--- config.mk ---
export PLATFORM = sky130hd
export DESIGN_NAME = rcs_top
export DESIGN_NICKNAME = d
export VERILOG_FILES = /design/src/logic/rcs_pkg.sv /design/src/logic/rcs_alarm_match.sv /design/src/logic/rcs_century_counter.sv /design/src/logic/rcs_top.sv
export VERILOG_INCLUDE_DIRS = /design/src /design/src/logic
export SDC_FILE = /design/constraint.sdc
export NUM_CORES = 1
export LEC_CHECK = 0
export BUFFER_PORTS_ARGS = -buffer_cell sky130_fd_sc_hd__clkbuf_2
export CORE_UTILIZATION = 38
export CTS_CLUSTER_DIAMETER = 30
export DETAILED_ROUTE_END_ITERATION = 7
export PLACE_DENSITY = 0.73
export SLEW_MARGIN = 20
export SYNTH_ARGS = -nofsm -noshare
export SYNTH_HDL_FRONTEND = slang
export SYNTH_SLANG_ARGS = --single-unit
--- constraint.sdc ---
create_clock -name clk -period 3.9 [get_ports clk]
set_input_delay 0.195 -clock clk [delete_from_list [all_inputs] [get_ports clk]]
set_output_delay 0.195 -clock clk [all_outputs]
set_load 0.03 [all_outputs]
--- src/logic/rcs_map.svh ---
// Register offsets, field positions and constants of the century and alarm block
`ifndef RCS_MAP_SVH
`define RCS_MAP_SVH

`define RCS_ADDR_W        16
`define RCS_OFF_CENTURY   16'h00E7
`define RCS_OFF_ALARM_SECOND_LOWER_DIGIT      16'h00E8
`define RCS_OFF_ALARM_MINUTE_LOWER_DIGIT      16'h00E9
`define RCS_OFF_ALARM_HOUR_LOWER_DIGIT      16'h00EA
`define RCS_OFF_AEN       16'h00EC
`define RCS_OFF_CTRL      16'h00ED

`define RCS_CTRL_FLAG     7
`define RCS_CTRL_BCD      5
`define RCS_CTRL_UNLOCK   0

`define RCS_AEN_SEC       0
`define RCS_AEN_MIN       1
`define RCS_AEN_HRS       2
`define RCS_AEN_DOW       3
`define RCS_AEN_W         4

`define RCS_BYTE_ZERO     8'h00
`define RCS_BYTE_ONE      8'h01
`define RCS_NIB_ZERO      4'h0
`define RCS_NIB_ONE       4'h1
`define RCS_NIB_NINE      4'h9
`define RCS_AEN_ZERO      4'h0

`endif

--- src/logic/rcs_pkg.sv ---
// Shared types of the century and alarm block
package rcs_pkg;
  typedef logic [7:0]  rcs_byte_t;
  typedef logic [15:0] rcs_addr_t;
  typedef logic [3:0]  rcs_nib_t;
endpackage

--- src/logic/rcs_alarm_match.sv ---
// Compares enabled alarm set-points with the current count fields
`timescale 1ns/1ps
`include "rcs_map.svh"
module rcs_alarm_match (
  input  wire logic               [`RCS_AEN_W-1:0] enables,
  input  wire rcs_pkg::rcs_byte_t set_sec,
  input  wire rcs_pkg::rcs_byte_t set_min,
  input  wire rcs_pkg::rcs_byte_t set_hrs,
  input  wire rcs_pkg::rcs_byte_t set_dow,
  input  wire rcs_pkg::rcs_byte_t count_sec,
  input  wire rcs_pkg::rcs_byte_t count_min,
  input  wire rcs_pkg::rcs_byte_t count_hour,
  input  wire rcs_pkg::rcs_byte_t count_dow,
  output logic                    match
);

  // A disabled field never blocks the match
  function automatic logic field_ok(input logic en,
                                    input rcs_pkg::rcs_byte_t a,
                                    input rcs_pkg::rcs_byte_t b);
    return !en || (a == b);
  endfunction

  // Raw equality: both sides are held in the same coding
  always_comb begin
    match = (enables != `RCS_AEN_ZERO)
      && field_ok(enables[`RCS_AEN_SEC], set_sec, count_sec)
      && field_ok(enables[`RCS_AEN_MIN], set_min, count_min)
      && field_ok(enables[`RCS_AEN_HRS], set_hrs, count_hour)
      && field_ok(enables[`RCS_AEN_DOW], set_dow, count_dow);
  end

endmodule

--- src/logic/rcs_century_counter.sv ---
// Hundred-year count register with locked-write gating and carry increment
`timescale 1ns/1ps
`include "rcs_map.svh"
module rcs_century_counter (
  input  wire logic             clk,
  input  wire logic             reset,
  input  wire logic             ce,
  input  wire logic             bcd_mode,
  input  wire logic             count_unlock,
  input  wire logic             wr_en,
  input  wire rcs_pkg::rcs_byte_t wdata,
  input  wire logic             year_carry,
  output rcs_pkg::rcs_byte_t    century
);

  rcs_pkg::rcs_byte_t cen_q;
  rcs_pkg::rcs_byte_t cen_d;

  // Packed decimal or binary step, wrapping to zero
  function automatic rcs_pkg::rcs_byte_t step(input rcs_pkg::rcs_byte_t v,
                                              input logic bcd);
    rcs_pkg::rcs_byte_t r;
    r = v + `RCS_BYTE_ONE;
    if (bcd) begin
      if (v[3:0] >= `RCS_NIB_NINE) begin
        r[3:0] = `RCS_NIB_ZERO;
        if (v[7:4] >= `RCS_NIB_NINE) begin
          r[7:4] = `RCS_NIB_ZERO;
        end else begin
          r[7:4] = v[7:4] + `RCS_NIB_ONE;
        end
      end else begin
        r = {v[7:4], v[3:0] + `RCS_NIB_ONE};
      end
    end
    return r;
  endfunction

  always_comb begin
    cen_d = cen_q;
    if (!reset) begin
      if (wr_en && count_unlock) begin
        cen_d = wdata;
      end else if (year_carry && !count_unlock) begin
        cen_d = step(cen_q, bcd_mode);
      end
    end
  end

  // No reset term: the count survives a reset
  always_ff @(posedge clk) begin
    if (ce) begin
      cen_q <= cen_d;
    end
  end

  assign century = cen_q;

  locked_write_ignored_a: assert property (
    @(posedge clk) disable iff (reset)
    ce && wr_en && !count_unlock && !year_carry |=> $stable(cen_q))
    else $error("century changed on a locked write");

  unlocked_write_a: assert property (
    @(posedge clk) disable iff (reset)
    ce && wr_en && count_unlock |=> cen_q == $past(wdata))
    else $error("century did not take an unlocked write");

  bcd_wrap_a: assert property (
    @(posedge clk) disable iff (reset)
    ce && year_carry && !count_unlock && bcd_mode && !wr_en
      && cen_q == 8'h99 |=> cen_q == `RCS_BYTE_ZERO)
    else $error("decimal century did not wrap");

  bin_step_a: assert property (
    @(posedge clk) disable iff (reset)
    ce && year_carry && !count_unlock && !bcd_mode
      |=> cen_q == 8'($past(cen_q) + `RCS_BYTE_ONE))
    else $error("binary century did not step by one");

  stopped_unlocked_a: assert property (
    @(posedge clk) disable iff (reset)
    ce && count_unlock && !wr_en |=> $stable(cen_q))
    else $error("century counted while unlocked");

endmodule

--- src/logic/rcs_top.sv ---
// Century count, alarm set-points, alarm enables and control of the clock
// What this block does
// - Century register accepts writes only while the count write permit is set.
// - Decimal century: upper digit bits 7-4, lower 3-0, each 0-9.
// - Binary century: one eight-bit unsigned value from zero.
// - Reset leaves century and second, minute, hour set-points untouched.
// - Second, minute, hour set-points are readable and writable at all times except during reset (writes ignored, reads give zero).
// - Decimal alarm second: upper digit 0-5 in bits 7-4, lower 3-0.
// - Binary alarm second: eight-bit value 0 through 59.
// - Decimal alarm minute: upper digit 0-5, lower digit 0-9.
// - Binary alarm minute: eight-bit value 0 through 59.
// - Decimal alarm hour: upper digit 0-2, lower digit 0-9.
// - Binary alarm hour: eight-bit value 0 through 23.
// - Decimal select set means packed decimal everywhere, else binary.
// - Permit clear locks counts and counts; permit set unlocks, stops.
// - Separate enables for second, minute, hour, weekday comparisons.
// - Alarm flag re-evaluated on count advance while locked and on relock.
`timescale 1ns/1ps
`include "rcs_map.svh"
module rcs_top (
  input  wire logic               clk,
  input  wire logic               reset,
  input  wire logic               ce,
  input  wire rcs_pkg::rcs_addr_t addr,
  input  wire rcs_pkg::rcs_byte_t wdata,
  input  wire logic               wr,
  input  wire logic               rd,
  output rcs_pkg::rcs_byte_t      rdata,
  input  wire rcs_pkg::rcs_byte_t count_sec,
  input  wire rcs_pkg::rcs_byte_t count_min,
  input  wire rcs_pkg::rcs_byte_t count_hour,
  input  wire rcs_pkg::rcs_byte_t count_dow,
  input  wire rcs_pkg::rcs_byte_t alarm_dow,
  input  wire logic               count_advance,
  input  wire logic               year_carry,
  output rcs_pkg::rcs_byte_t      century,
  output logic                    bcd_mode,
  output logic                    count_unlock,
  output logic                    alarm_flag
);

  // Bus decode
  logic wr_cen;
  logic wr_alarm_second_lower_digit;
  logic wr_alarm_minute_lower_digit;
  logic wr_alarm_hour_lower_digit;
  logic wr_aen;
  logic wr_ctrl;
  logic rd_ctrl;

  always_comb begin
    wr_cen  = wr && (addr == `RCS_OFF_CENTURY);
    wr_alarm_second_lower_digit = wr && (addr == `RCS_OFF_ALARM_SECOND_LOWER_DIGIT);
    wr_alarm_minute_lower_digit = wr && (addr == `RCS_OFF_ALARM_MINUTE_LOWER_DIGIT);
    wr_alarm_hour_lower_digit = wr && (addr == `RCS_OFF_ALARM_HOUR_LOWER_DIGIT);
    wr_aen  = wr && (addr == `RCS_OFF_AEN);
    wr_ctrl = wr && (addr == `RCS_OFF_CTRL);
    rd_ctrl = rd && (addr == `RCS_OFF_CTRL);
  end

  // Alarm set-points: no reset, no lock
  rcs_pkg::rcs_byte_t alarm_second_lower_digit_q;
  rcs_pkg::rcs_byte_t alarm_second_lower_digit_d;
  rcs_pkg::rcs_byte_t alarm_minute_lower_digit_q;
  rcs_pkg::rcs_byte_t alarm_minute_lower_digit_d;
  rcs_pkg::rcs_byte_t alarm_hour_lower_digit_q;
  rcs_pkg::rcs_byte_t alarm_hour_lower_digit_d;

  always_comb begin
    alarm_second_lower_digit_d = alarm_second_lower_digit_q;
    alarm_minute_lower_digit_d = alarm_minute_lower_digit_q;
    alarm_hour_lower_digit_d = alarm_hour_lower_digit_q;
    if (!reset) begin
      if (wr_alarm_second_lower_digit) begin
        alarm_second_lower_digit_d = wdata;
      end
      if (wr_alarm_minute_lower_digit) begin
        alarm_minute_lower_digit_d = wdata;
      end
      if (wr_alarm_hour_lower_digit) begin
        alarm_hour_lower_digit_d = wdata;
      end
    end
  end

  always_ff @(posedge clk) begin
    if (ce) begin
      alarm_second_lower_digit_q <= alarm_second_lower_digit_d;
      alarm_minute_lower_digit_q <= alarm_minute_lower_digit_d;
      alarm_hour_lower_digit_q <= alarm_hour_lower_digit_d;
    end
  end

  // Control, enables and alarm flag
  logic [`RCS_AEN_W-1:0] aen_q;
  logic [`RCS_AEN_W-1:0] aen_d;
  logic                  bcd_q;
  logic                  bcd_d;
  logic                  unlock_q;
  logic                  unlock_d;
  logic                  flag_q;
  logic                  flag_d;
  logic                  relock;
  logic                  evaluate;
  logic                  alarm_match;

  always_comb begin
    relock   = wr_ctrl && unlock_q && !wdata[`RCS_CTRL_UNLOCK];
    evaluate = (count_advance && !unlock_q) || relock;
    aen_d    = aen_q;
    bcd_d    = bcd_q;
    unlock_d = unlock_q;
    flag_d   = flag_q;
    if (wr_aen) begin
      aen_d = wdata[`RCS_AEN_W-1:0];
    end
    if (wr_ctrl) begin
      bcd_d    = wdata[`RCS_CTRL_BCD];
      unlock_d = wdata[`RCS_CTRL_UNLOCK];
    end
    // Reading control clears the flag; a match in the same cycle wins
    if (rd_ctrl) begin
      flag_d = 1'b0;
    end
    if (evaluate && alarm_match) begin
      flag_d = 1'b1;
    end
  end

  always_ff @(posedge clk) begin
    if (ce) begin
      if (reset) begin
        aen_q    <= `RCS_AEN_ZERO;
        bcd_q    <= 1'b0;
        unlock_q <= 1'b0;
        flag_q   <= 1'b0;
      end else begin
        aen_q    <= aen_d;
        bcd_q    <= bcd_d;
        unlock_q <= unlock_d;
        flag_q   <= flag_d;
      end
    end
  end

  rcs_alarm_match u_match (
    .enables    (aen_q),
    .set_sec    (alarm_second_lower_digit_q),
    .set_min    (alarm_minute_lower_digit_q),
    .set_hrs    (alarm_hour_lower_digit_q),
    .set_dow    (alarm_dow),
    .count_sec  (count_sec),
    .count_min  (count_min),
    .count_hour (count_hour),
    .count_dow  (count_dow),
    .match      (alarm_match)
  );

  rcs_century_counter u_century (
    .clk          (clk),
    .reset        (reset),
    .ce           (ce),
    .bcd_mode     (bcd_q),
    .count_unlock (unlock_q),
    .wr_en        (wr_cen),
    .wdata        (wdata),
    .year_carry   (year_carry),
    .century      (century)
  );

  // Read data, valid the cycle after the strobe; unmapped reads give zero
  rcs_pkg::rcs_byte_t rdata_q;
  rcs_pkg::rcs_byte_t rdata_d;

  always_comb begin
    rdata_d = `RCS_BYTE_ZERO;
    if (rd) begin
      unique case (addr)
        `RCS_OFF_CENTURY: rdata_d = century;
        `RCS_OFF_ALARM_SECOND_LOWER_DIGIT:    rdata_d = alarm_second_lower_digit_q;
        `RCS_OFF_ALARM_MINUTE_LOWER_DIGIT:    rdata_d = alarm_minute_lower_digit_q;
        `RCS_OFF_ALARM_HOUR_LOWER_DIGIT:    rdata_d = alarm_hour_lower_digit_q;
        `RCS_OFF_AEN: begin
          rdata_d[`RCS_AEN_W-1:0] = aen_q;
        end
        `RCS_OFF_CTRL: begin
          rdata_d[`RCS_CTRL_FLAG]   = flag_q;
          rdata_d[`RCS_CTRL_BCD]    = bcd_q;
          rdata_d[`RCS_CTRL_UNLOCK] = unlock_q;
        end
        default: rdata_d = `RCS_BYTE_ZERO;
      endcase
    end
  end

  always_ff @(posedge clk) begin
    if (ce) begin
      if (reset) begin
        rdata_q <= `RCS_BYTE_ZERO;
      end else begin
        rdata_q <= rdata_d;
      end
    end
  end

  assign rdata        = rdata_q;
  assign bcd_mode     = bcd_q;
  assign count_unlock = unlock_q;
  assign alarm_flag   = flag_q;

  setpoint_write_a: assert property (
    @(posedge clk) disable iff (reset)
    ce && wr_alarm_second_lower_digit |=> alarm_second_lower_digit_q == $past(wdata))
    else $error("alarm second did not take the write");

  setpoint_readback_a: assert property (
    @(posedge clk) disable iff (reset)
    ce && rd && addr == `RCS_OFF_ALARM_HOUR_LOWER_DIGIT |=> rdata == $past(alarm_hour_lower_digit_q))
    else $error("alarm hour read back wrong");

  reset_keeps_setpoints_a: assert property (
    @(posedge clk)
    reset && ce |=> $stable(alarm_second_lower_digit_q) && $stable(alarm_minute_lower_digit_q) && $stable(alarm_hour_lower_digit_q))
    else $error("set-point changed during reset");

  flag_raise_a: assert property (
    @(posedge clk) disable iff (reset)
    ce && evaluate && alarm_match |=> flag_q)
    else $error("alarm flag not raised on match");

  flag_hold_a: assert property (
    @(posedge clk) disable iff (reset)
    ce && !flag_q && !evaluate |=> !flag_q)
    else $error("alarm flag rose without evaluation");

  flag_read_clear_a: assert property (
    @(posedge clk) disable iff (reset)
    ce && rd_ctrl && !(evaluate && alarm_match) |=> !flag_q)
    else $error("alarm flag not cleared by control read");

  no_enable_no_match_a: assert property (
    @(posedge clk) disable iff (reset)
    aen_q == `RCS_AEN_ZERO |-> !alarm_match)
    else $error("match with every comparison disabled");

  unlocked_no_advance_a: assert property (
    @(posedge clk) disable iff (reset)
    ce && unlock_q && !wr_ctrl && !flag_q |=> !flag_q)
    else $error("alarm evaluated while unlocked");

  bcd_select_a: assert property (
    @(posedge clk) disable iff (reset)
    ce && wr_ctrl |=> bcd_mode == $past(wdata[`RCS_CTRL_BCD]))
    else $error("decimal select not taken");

endmodule

==> flow_metrics.py, run 1 <==
metrics = {
    "clock_tree": {
        "cts_inserted_buffers": 5,
        "postCtsSetupBuffers": 0,
        "clockBufferDepth": 2,
        "cts_sinks": 47,
        "holdBufCountCts": 0,
        "cts_tree": "built",
        "cts_resized": 0,
        "cts.clk_slew.worst_paths_ns": 0.08,
        "htree_levels": 2,
        "clkLatencyLatePin_ns": 0.30,
        "root_buffer": "clkbuf_8",
    },
    "sta": {
        "layout_min_cycle_time_ns": 2.404,
        "fmax_mhz": 416.0,
        "hold_viol": 0,
        "rsz0062_at_grt": "no",
        "finalClockSkew_ns": 0.005900,
        "relSlewSlack_pct": 50.08,
        "setup_violations": 0,
        "period_share_pct": 61.64,
        "finalSetupTns_ns": 0,
        "drv_slew": 0,
        "fin_hold_ws_ns": 0.1351,
        "worst_slew_pin_slew_ns": 0.7473,
    },
    "setup_path": {
        "required_ns": 3.84,
        "end_kind": "flop",
        "worst_setup_path_start_kind": "primary input",
        "crit_fanout": 8,
        "r2r_slack_ns": 2.13,
        "cp.arrival_ns": 2.34,
        "cp_slowest_cell": "or4_1",
        "slowest_delay_ns": 0.69,
        "critical_path_class": "in2reg",
        "crit_chain": "clkbuf_2 > or4_1 > nor4_1 > and2_1 > nor2b_1",
    },
    "die": {
        "num_rows": 30,
        "die_height_microns": 88.02,
        "pin_count": 90,
        "die_area_sq_mm": 0.007747,
        "die_x_microns": 88.02,
        "core-area_sq_mm": 0.006982,
        "start_util_pct": 40.27,
    },
    "final_layout": {
        "area.growth.synth_to_final_pct": 21.72,
        "final_common_cell": "clkbuf_2",
        "final_cell_area_sq_mm": 0.003422,
        "finalNetCount": 417,
        "final_cell_mix": "clkbuf_2, edfxtp_1, xnor2_1, nand2_1, a21oi_1",
        "multi_input_area_sq_mm": 0.001297,
        "fillers": 659,
        "drive_gt1_share_pct": 32.06,
        "fin_util_pct": 49.01,
        "fin_cells": 436,
        "antennaDiodeCount": 0,
        "regArea_sq_mm": 0.001411,
    },
    "run": {
        "cap_violations": 0,
    },
    "route": {
        "drt-initial-drc-count": 239,
        "dr.pass1.iters": 5,
        "ant_nets": 0,
        "vias_per_cell": 5.390,
        "vias": 2350,
        "wirelength_mm": 7.243,
        "wl_per_cell_microns": 16.61,
        "drc_errors": 0,
    },
    "place": {
        "dp_cells": 429,
        "place_congestion": 0.9064,
        "portBuffers": 89,
        "place_area_sq_mm": 0.003319,
        "hpwl_mm": 5.870,
    },
    "global_route": {
        "grt_max_degree": 19,
        "overflow": 0,
        "grt_pass1_vias": 2282,
        "grt_first_pass_wirelength_mm": 11.23,
        "antenna_found_initial": 0,
        "track_usage_pct": 19.82,
    },
    "synth": {
        "synth_edf_count": 47,
        "syn_area_sq_mm": 0.002811,
        "async_flop_share_pct": 0,
        "syn_inst": 253,
        "synth-main-ff-cell": "edfxtp_1",
        "syn-num-nets": 330,
        "ys_ff_latch": 47,
        "avgSynthCellArea_sq_um": 11.11,
        "synth-seq-area-share_pct": 50.20,
        "ys_types": 44,
        "ys_warn_count": 0,
    },
    "power": {
        "clock_power_share_pct": 33.2,
        "pwr-share-comb_pct": 12.1,
        "switching_share_pct": 22.66,
        "p_int_uw": 809.8,
        "seqPwrFrac_pct": 54.7,
        "power_density_mw_per_mm2": 306.0,
        "p_switching_uw": 237.3,
        "peakVddDrop_mv": 0.1504,
        "p_leak_uw": 0.001253,
    },
    "min_path": {
        "hp-class": "in2reg",
    },
    "outcome": {
        "outcome": "finished, final reports clean",
    },
}
-- synth_stat cells (all sizes together), types with 2 or more instances --
| master | instances | share of area, % |
|---|---|---|
| edfxtp | 47 | 50 |
| xnor2 | 35 | 11 |
| nand2 | 26 | 3.5 |
| a21oi | 16 | 2.8 |
| nor2b | 11 | 2.4 |
| o21ai | 11 | 2.6 |
| inv | 10 | 1.3 |
| nor2 | 9 | 1.4 |
| nand4 | 8 | 1.8 |
| clkbuf | 7 | 0.98 |
| nor4 | 7 | 2.5 |
| a22oi | 6 | 1.6 |
| ha | 6 | 2.7 |
| a222oi | 5 | 1.8 |
| nand2b | 5 | 1.1 |
| nand3 | 5 | 0.89 |
| a22o | 3 | 0.93 |
| and2 | 3 | 0.67 |
| buf | 3 | 1.3 |
| nand4b | 3 | 0.93 |
| o31ai | 3 | 0.80 |
| a31oi | 2 | 0.44 |
| and3 | 2 | 0.44 |
| nor3 | 2 | 0.36 |
| nor3b | 2 | 0.53 |
| o211ai | 2 | 0.53 |
| o221ai | 2 | 0.62 |
| or4 | 2 | 0.67 |
| xor2 | 2 | 0.62 |
-- metrics by stage --
stage	setup WS, ns	total power, uW
floorplan	1.587	646.8
global placement	1.291	708.3
detailed placement	1.180	711.2
CTS	1.488	1045
global route	1.325	1081
finish	1.496	1047
-- critical path, delay by kind of cell --
family        cells  cell delay (ns)
simple gates      4             2.06
buf+inv           1             0.07
-- cell type report --
cell class	instances	share of cell area [%]
flip-flops and latches	47	41.24
multi-input cells	186	37.92
repair buffers	90	13.24
well taps	96	3.510
clock buffers	6	2.121
inverters	10	1.097
clock inverters	1	0.8775
-- power by group through the flow --
stage / sequential (uW) / combinational (uW) / clock, uW
floorplan: 591 / 55.7 / 0
global placement: 584 / 125 / 0
detailed placement: 584 / 127 / 0
CTS: 572 / 128 / 345
global route: 574 / 139 / 369
finish: 573 / 127 / 347
-- cell families (layout without fill, tap and decap cells) --
logic type / count (synthesis) / in the layout / share of synthesized area (%)
multiplexers: 1 / 1 / 0.4005
adder cells (fa/ha/maj): 6 / 6 / 2.670
flip-flops: 47 / 47 / 50.20
AO/OA/AOI/OAI: 54 / 54 / 13.35
buffers and inverters: 20 / 107 / 3.649
AND/OR/NAND/NOR: 88 / 88 / 18.20
XOR/XNOR: 37 / 37 / 11.53
-- routing by layer --
layer / vias to the layer above / track usage, % / wire, microns
met4: 0 / 6.891 / 173
met2: 122 / 33.05 / 3427
li1: 1120 / - / -
met3: 19 / 4.524 / 603
met1: 1089 / 25.42 / 3038
met5: - / 0 / 0
-- path summary, 6_finish.rpt --
check                         startpoint                            end  cells after the start
max                              addr[9]  alarm_minute_lower_digit_q[4]                      5
min                             wdata[7]    alarm_hour_lower_digit_q[7]                      1
max reg2reg         u_century.century[0]           u_century.century[5]                      7
min reg2reg  alarm_hour_lower_digit_q[6]                       rdata[6]                      2
-- flip-flops by register name, summed over array words and instances, names as in the netlist --
name / cells
alarm_minute_lower_digit_q: 8
alarm_hour_lower_digit_q: 8
aen_q: 4
bcd_mode: 1
alarm_second_lower_digit_q: 8
rdata: 8
alarm_flag: 1
u_century.century: 8
count_unlock: 1
No activity file was read; power rests on OpenSTA's default activity.
==> inputs of run 2 (changes only) <==
PLACE_DENSITY = 0.75   (was 0.73)
clock period = 2 ns   (was 3.9 ns; I/O delays follow)
==> run 2 against run 1 <==
Effect of this change: global-route usage up 0.30 points; clock power rose by 61%; sequential share of layout area is 2.0 points lower; power up 85%; die area unchanged; count of clock-buffer cells in the layout unchanged; highest routed layer unchanged; sequential power up 95%; combinational power is 110% higher.
==> flow_metrics.py, run 2 (same netlist as run 1, synthesis figures left out) <==
metrics = {
    "setup_path": {
        "crit_start": "addr[9]",
        "crit_chain": "clkbuf_2 > or4_1 > nor4_1 > nor2b_1 > inv_1 > nor2_4",
        "crit-reg2reg-launch": "u_century.century[1]",
        "slowest_delay_ns": 0.67,
        "required_ns": 1.98,
        "crit_path_end": "alarm_second_lower_digit_q[5]",
        "cp.depth": 6,
        "cp_slowest_cell": "or4_1",
        "r2r_cells": 7,
        "crit_fanout": 8,
        "crit_family": "simple AND/OR/NAND/NOR gates",
        "worst_setup_path_start_kind": "primary input",
        "cp.arrival_ns": 1.81,
        "r2r_end": "u_century.century[5]",
        "end_kind": "flop",
        "path_buf_inv": 2,
        "critical_path_class": "in2reg",
        "r2r_slack_ns": 0.23,
    },
    "global_route": {
        "overflow": 0,
        "track_usage_pct": 20.12,
        "grt_pass1_vias": 2329,
        "grt_first_pass_wirelength_mm": 11.40,
        "grt_max_degree": 15,
        "antenna_found_initial": 0,
    },
    "clock_tree": {
        "clockBufferDepth": 2,
        "holdBufCountCts": 0,
        "cts_tree": "built",
        "htree_levels": 2,
        "clkLatencyLatePin_ns": 0.30,
        "postCtsSetupBuffers": 0,
        "cts_resized": 0,
        "cts_inserted_buffers": 5,
        "cts_sinks": 47,
        "cts.clk_slew.worst_paths_ns": 0.08,
        "root_buffer": "clkbuf_8",
    },
    "power": {
        "p_leak_uw": 0.001361,
        "power_density_mw_per_mm2": 537.5,
        "peakVddDrop_mv": 0.2485,
        "power_uw": 1936,
    },
    "die": {
        "core-area_sq_mm": 0.006982,
        "start_util_pct": 40.27,
        "pin_count": 90,
        "die_height_microns": 88.02,
        "num_rows": 30,
        "die_area_sq_mm": 0.007747,
        "die_x_microns": 88.02,
    },
    "final_layout": {
        "area.growth.synth_to_final_pct": 28.08,
        "drive_gt1_share_pct": 37.19,
        "finalNetCount": 439,
        "final_common_cell": "clkbuf_2",
        "final_cell_mix": "clkbuf_2, edfxtp_1, xnor2_1, nand2_1, buf_4",
        "final_cell_area_sq_mm": 0.003601,
        "antennaDiodeCount": 0,
    },
    "sta": {
        "fin_hold_ws_ns": 0.02317,
        "finalClockSkew_ns": 0.003543,
        "relSlewSlack_pct": 73.71,
        "rsz0062_at_grt": "no",
        "setup_violations": 0,
        "hold_viol": 0,
        "fmax_mhz": 547.1,
        "layout_min_cycle_time_ns": 1.828,
        "period_share_pct": 91.40,
        "finalSetupTns_ns": 0,
        "drv_slew": 0,
        "worst_slew_pin_slew_ns": 0.3943,
        "worst_slack_ns": 0.1720,
    },
    "route": {
        "drt-initial-drc-count": 153,
        "wirelength_mm": 7.562,
        "ant_nets": 0,
        "vias_per_cell": 5.275,
        "wl_per_cell_microns": 16.47,
        "vias": 2421,
        "drc_errors": 0,
        "dr.pass1.iters": 4,
    },
    "place": {
        "portBuffers": 89,
        "pre_cts_slack_ns": -0.1329,
        "place_area_sq_mm": 0.003516,
        "hpwl_mm": 6.188,
        "place_congestion": 0.8901,
    },
    "outcome": {
        "outcome": "finished, final reports clean",
    },
    "run": {
        "cap_violations": 0,
    },
    "min_path": {
        "hp-class": "in2reg",
    },
}
==> run 2: changes by cell type in the layout (fill, tap and decap cells not counted), sizes merged <==
cell    change
buf        +22
clkinv      +2
bufinv      -1
==> run 2: through the flow <==
stage,util [%],instances
after floorplan,-,253
after global placement,50.36,451
after detailed placement,50.36,451
after CTS,51.58,459
after global routing,51.58,459
final,51.58,459
==> run 2: report_power, final <==
part	switching [uW]	total, uW	internal, uW
clock	314	559	245
sequential	16.3	1120	1100
combinational	141	261	120
==> run 2: how the worst min path moves through the flow <==
stage / slack [ns] / start / endpoint / cells past startpoint
4_1_cts: 0.02 / wdata[6] / alarm_minute_lower_digit_q[6] / 1
5_1_grt: 0.01 / wdata[6] / alarm_minute_lower_digit_q[6] / 1
3_3_place_gp: 0.33 / wdata[6] / alarm_hour_lower_digit_q[6] / 1
6_report: 0.02 / wdata[6] / alarm_minute_lower_digit_q[6] / 1
2_1_floorplan: 0.20 / wdata[0] / alarm_hour_lower_digit_q[0] / 0
3_5_place_dp: 0.33 / wdata[6] / alarm_minute_lower_digit_q[6] / 1
==> run 2: worst register-to-register path: stages (launching register included) <==
cell and delay [ns]:
edfxtp_1 0.50, inv_1 0.11, ha_1 0.19, nand2b_1 0.08, o21ai_0 0.12, a21oi_1 0.28
nor2_4 0.05, nor2_4 0.14
==> run 2: layer usage <==
layer | global-route usage (%) | part of all wire (%)
met5 | 0 | 0
met4 | 7.331 | 2.0
met1 | 24.55 | 42
met2 | 35.45 | 50
met3 | 3.770 | 6.5
==> run 2: cell type report <==
class                      count  area, sq um
fill                         673         3381
sequential                    47         1411
tap                           96        120.1
timing repair buffer         112        618.1
clock buffer                   6        72.57
multi-input combinational    186         1329
inverter                      10        37.54
clock inverter                 2        12.51
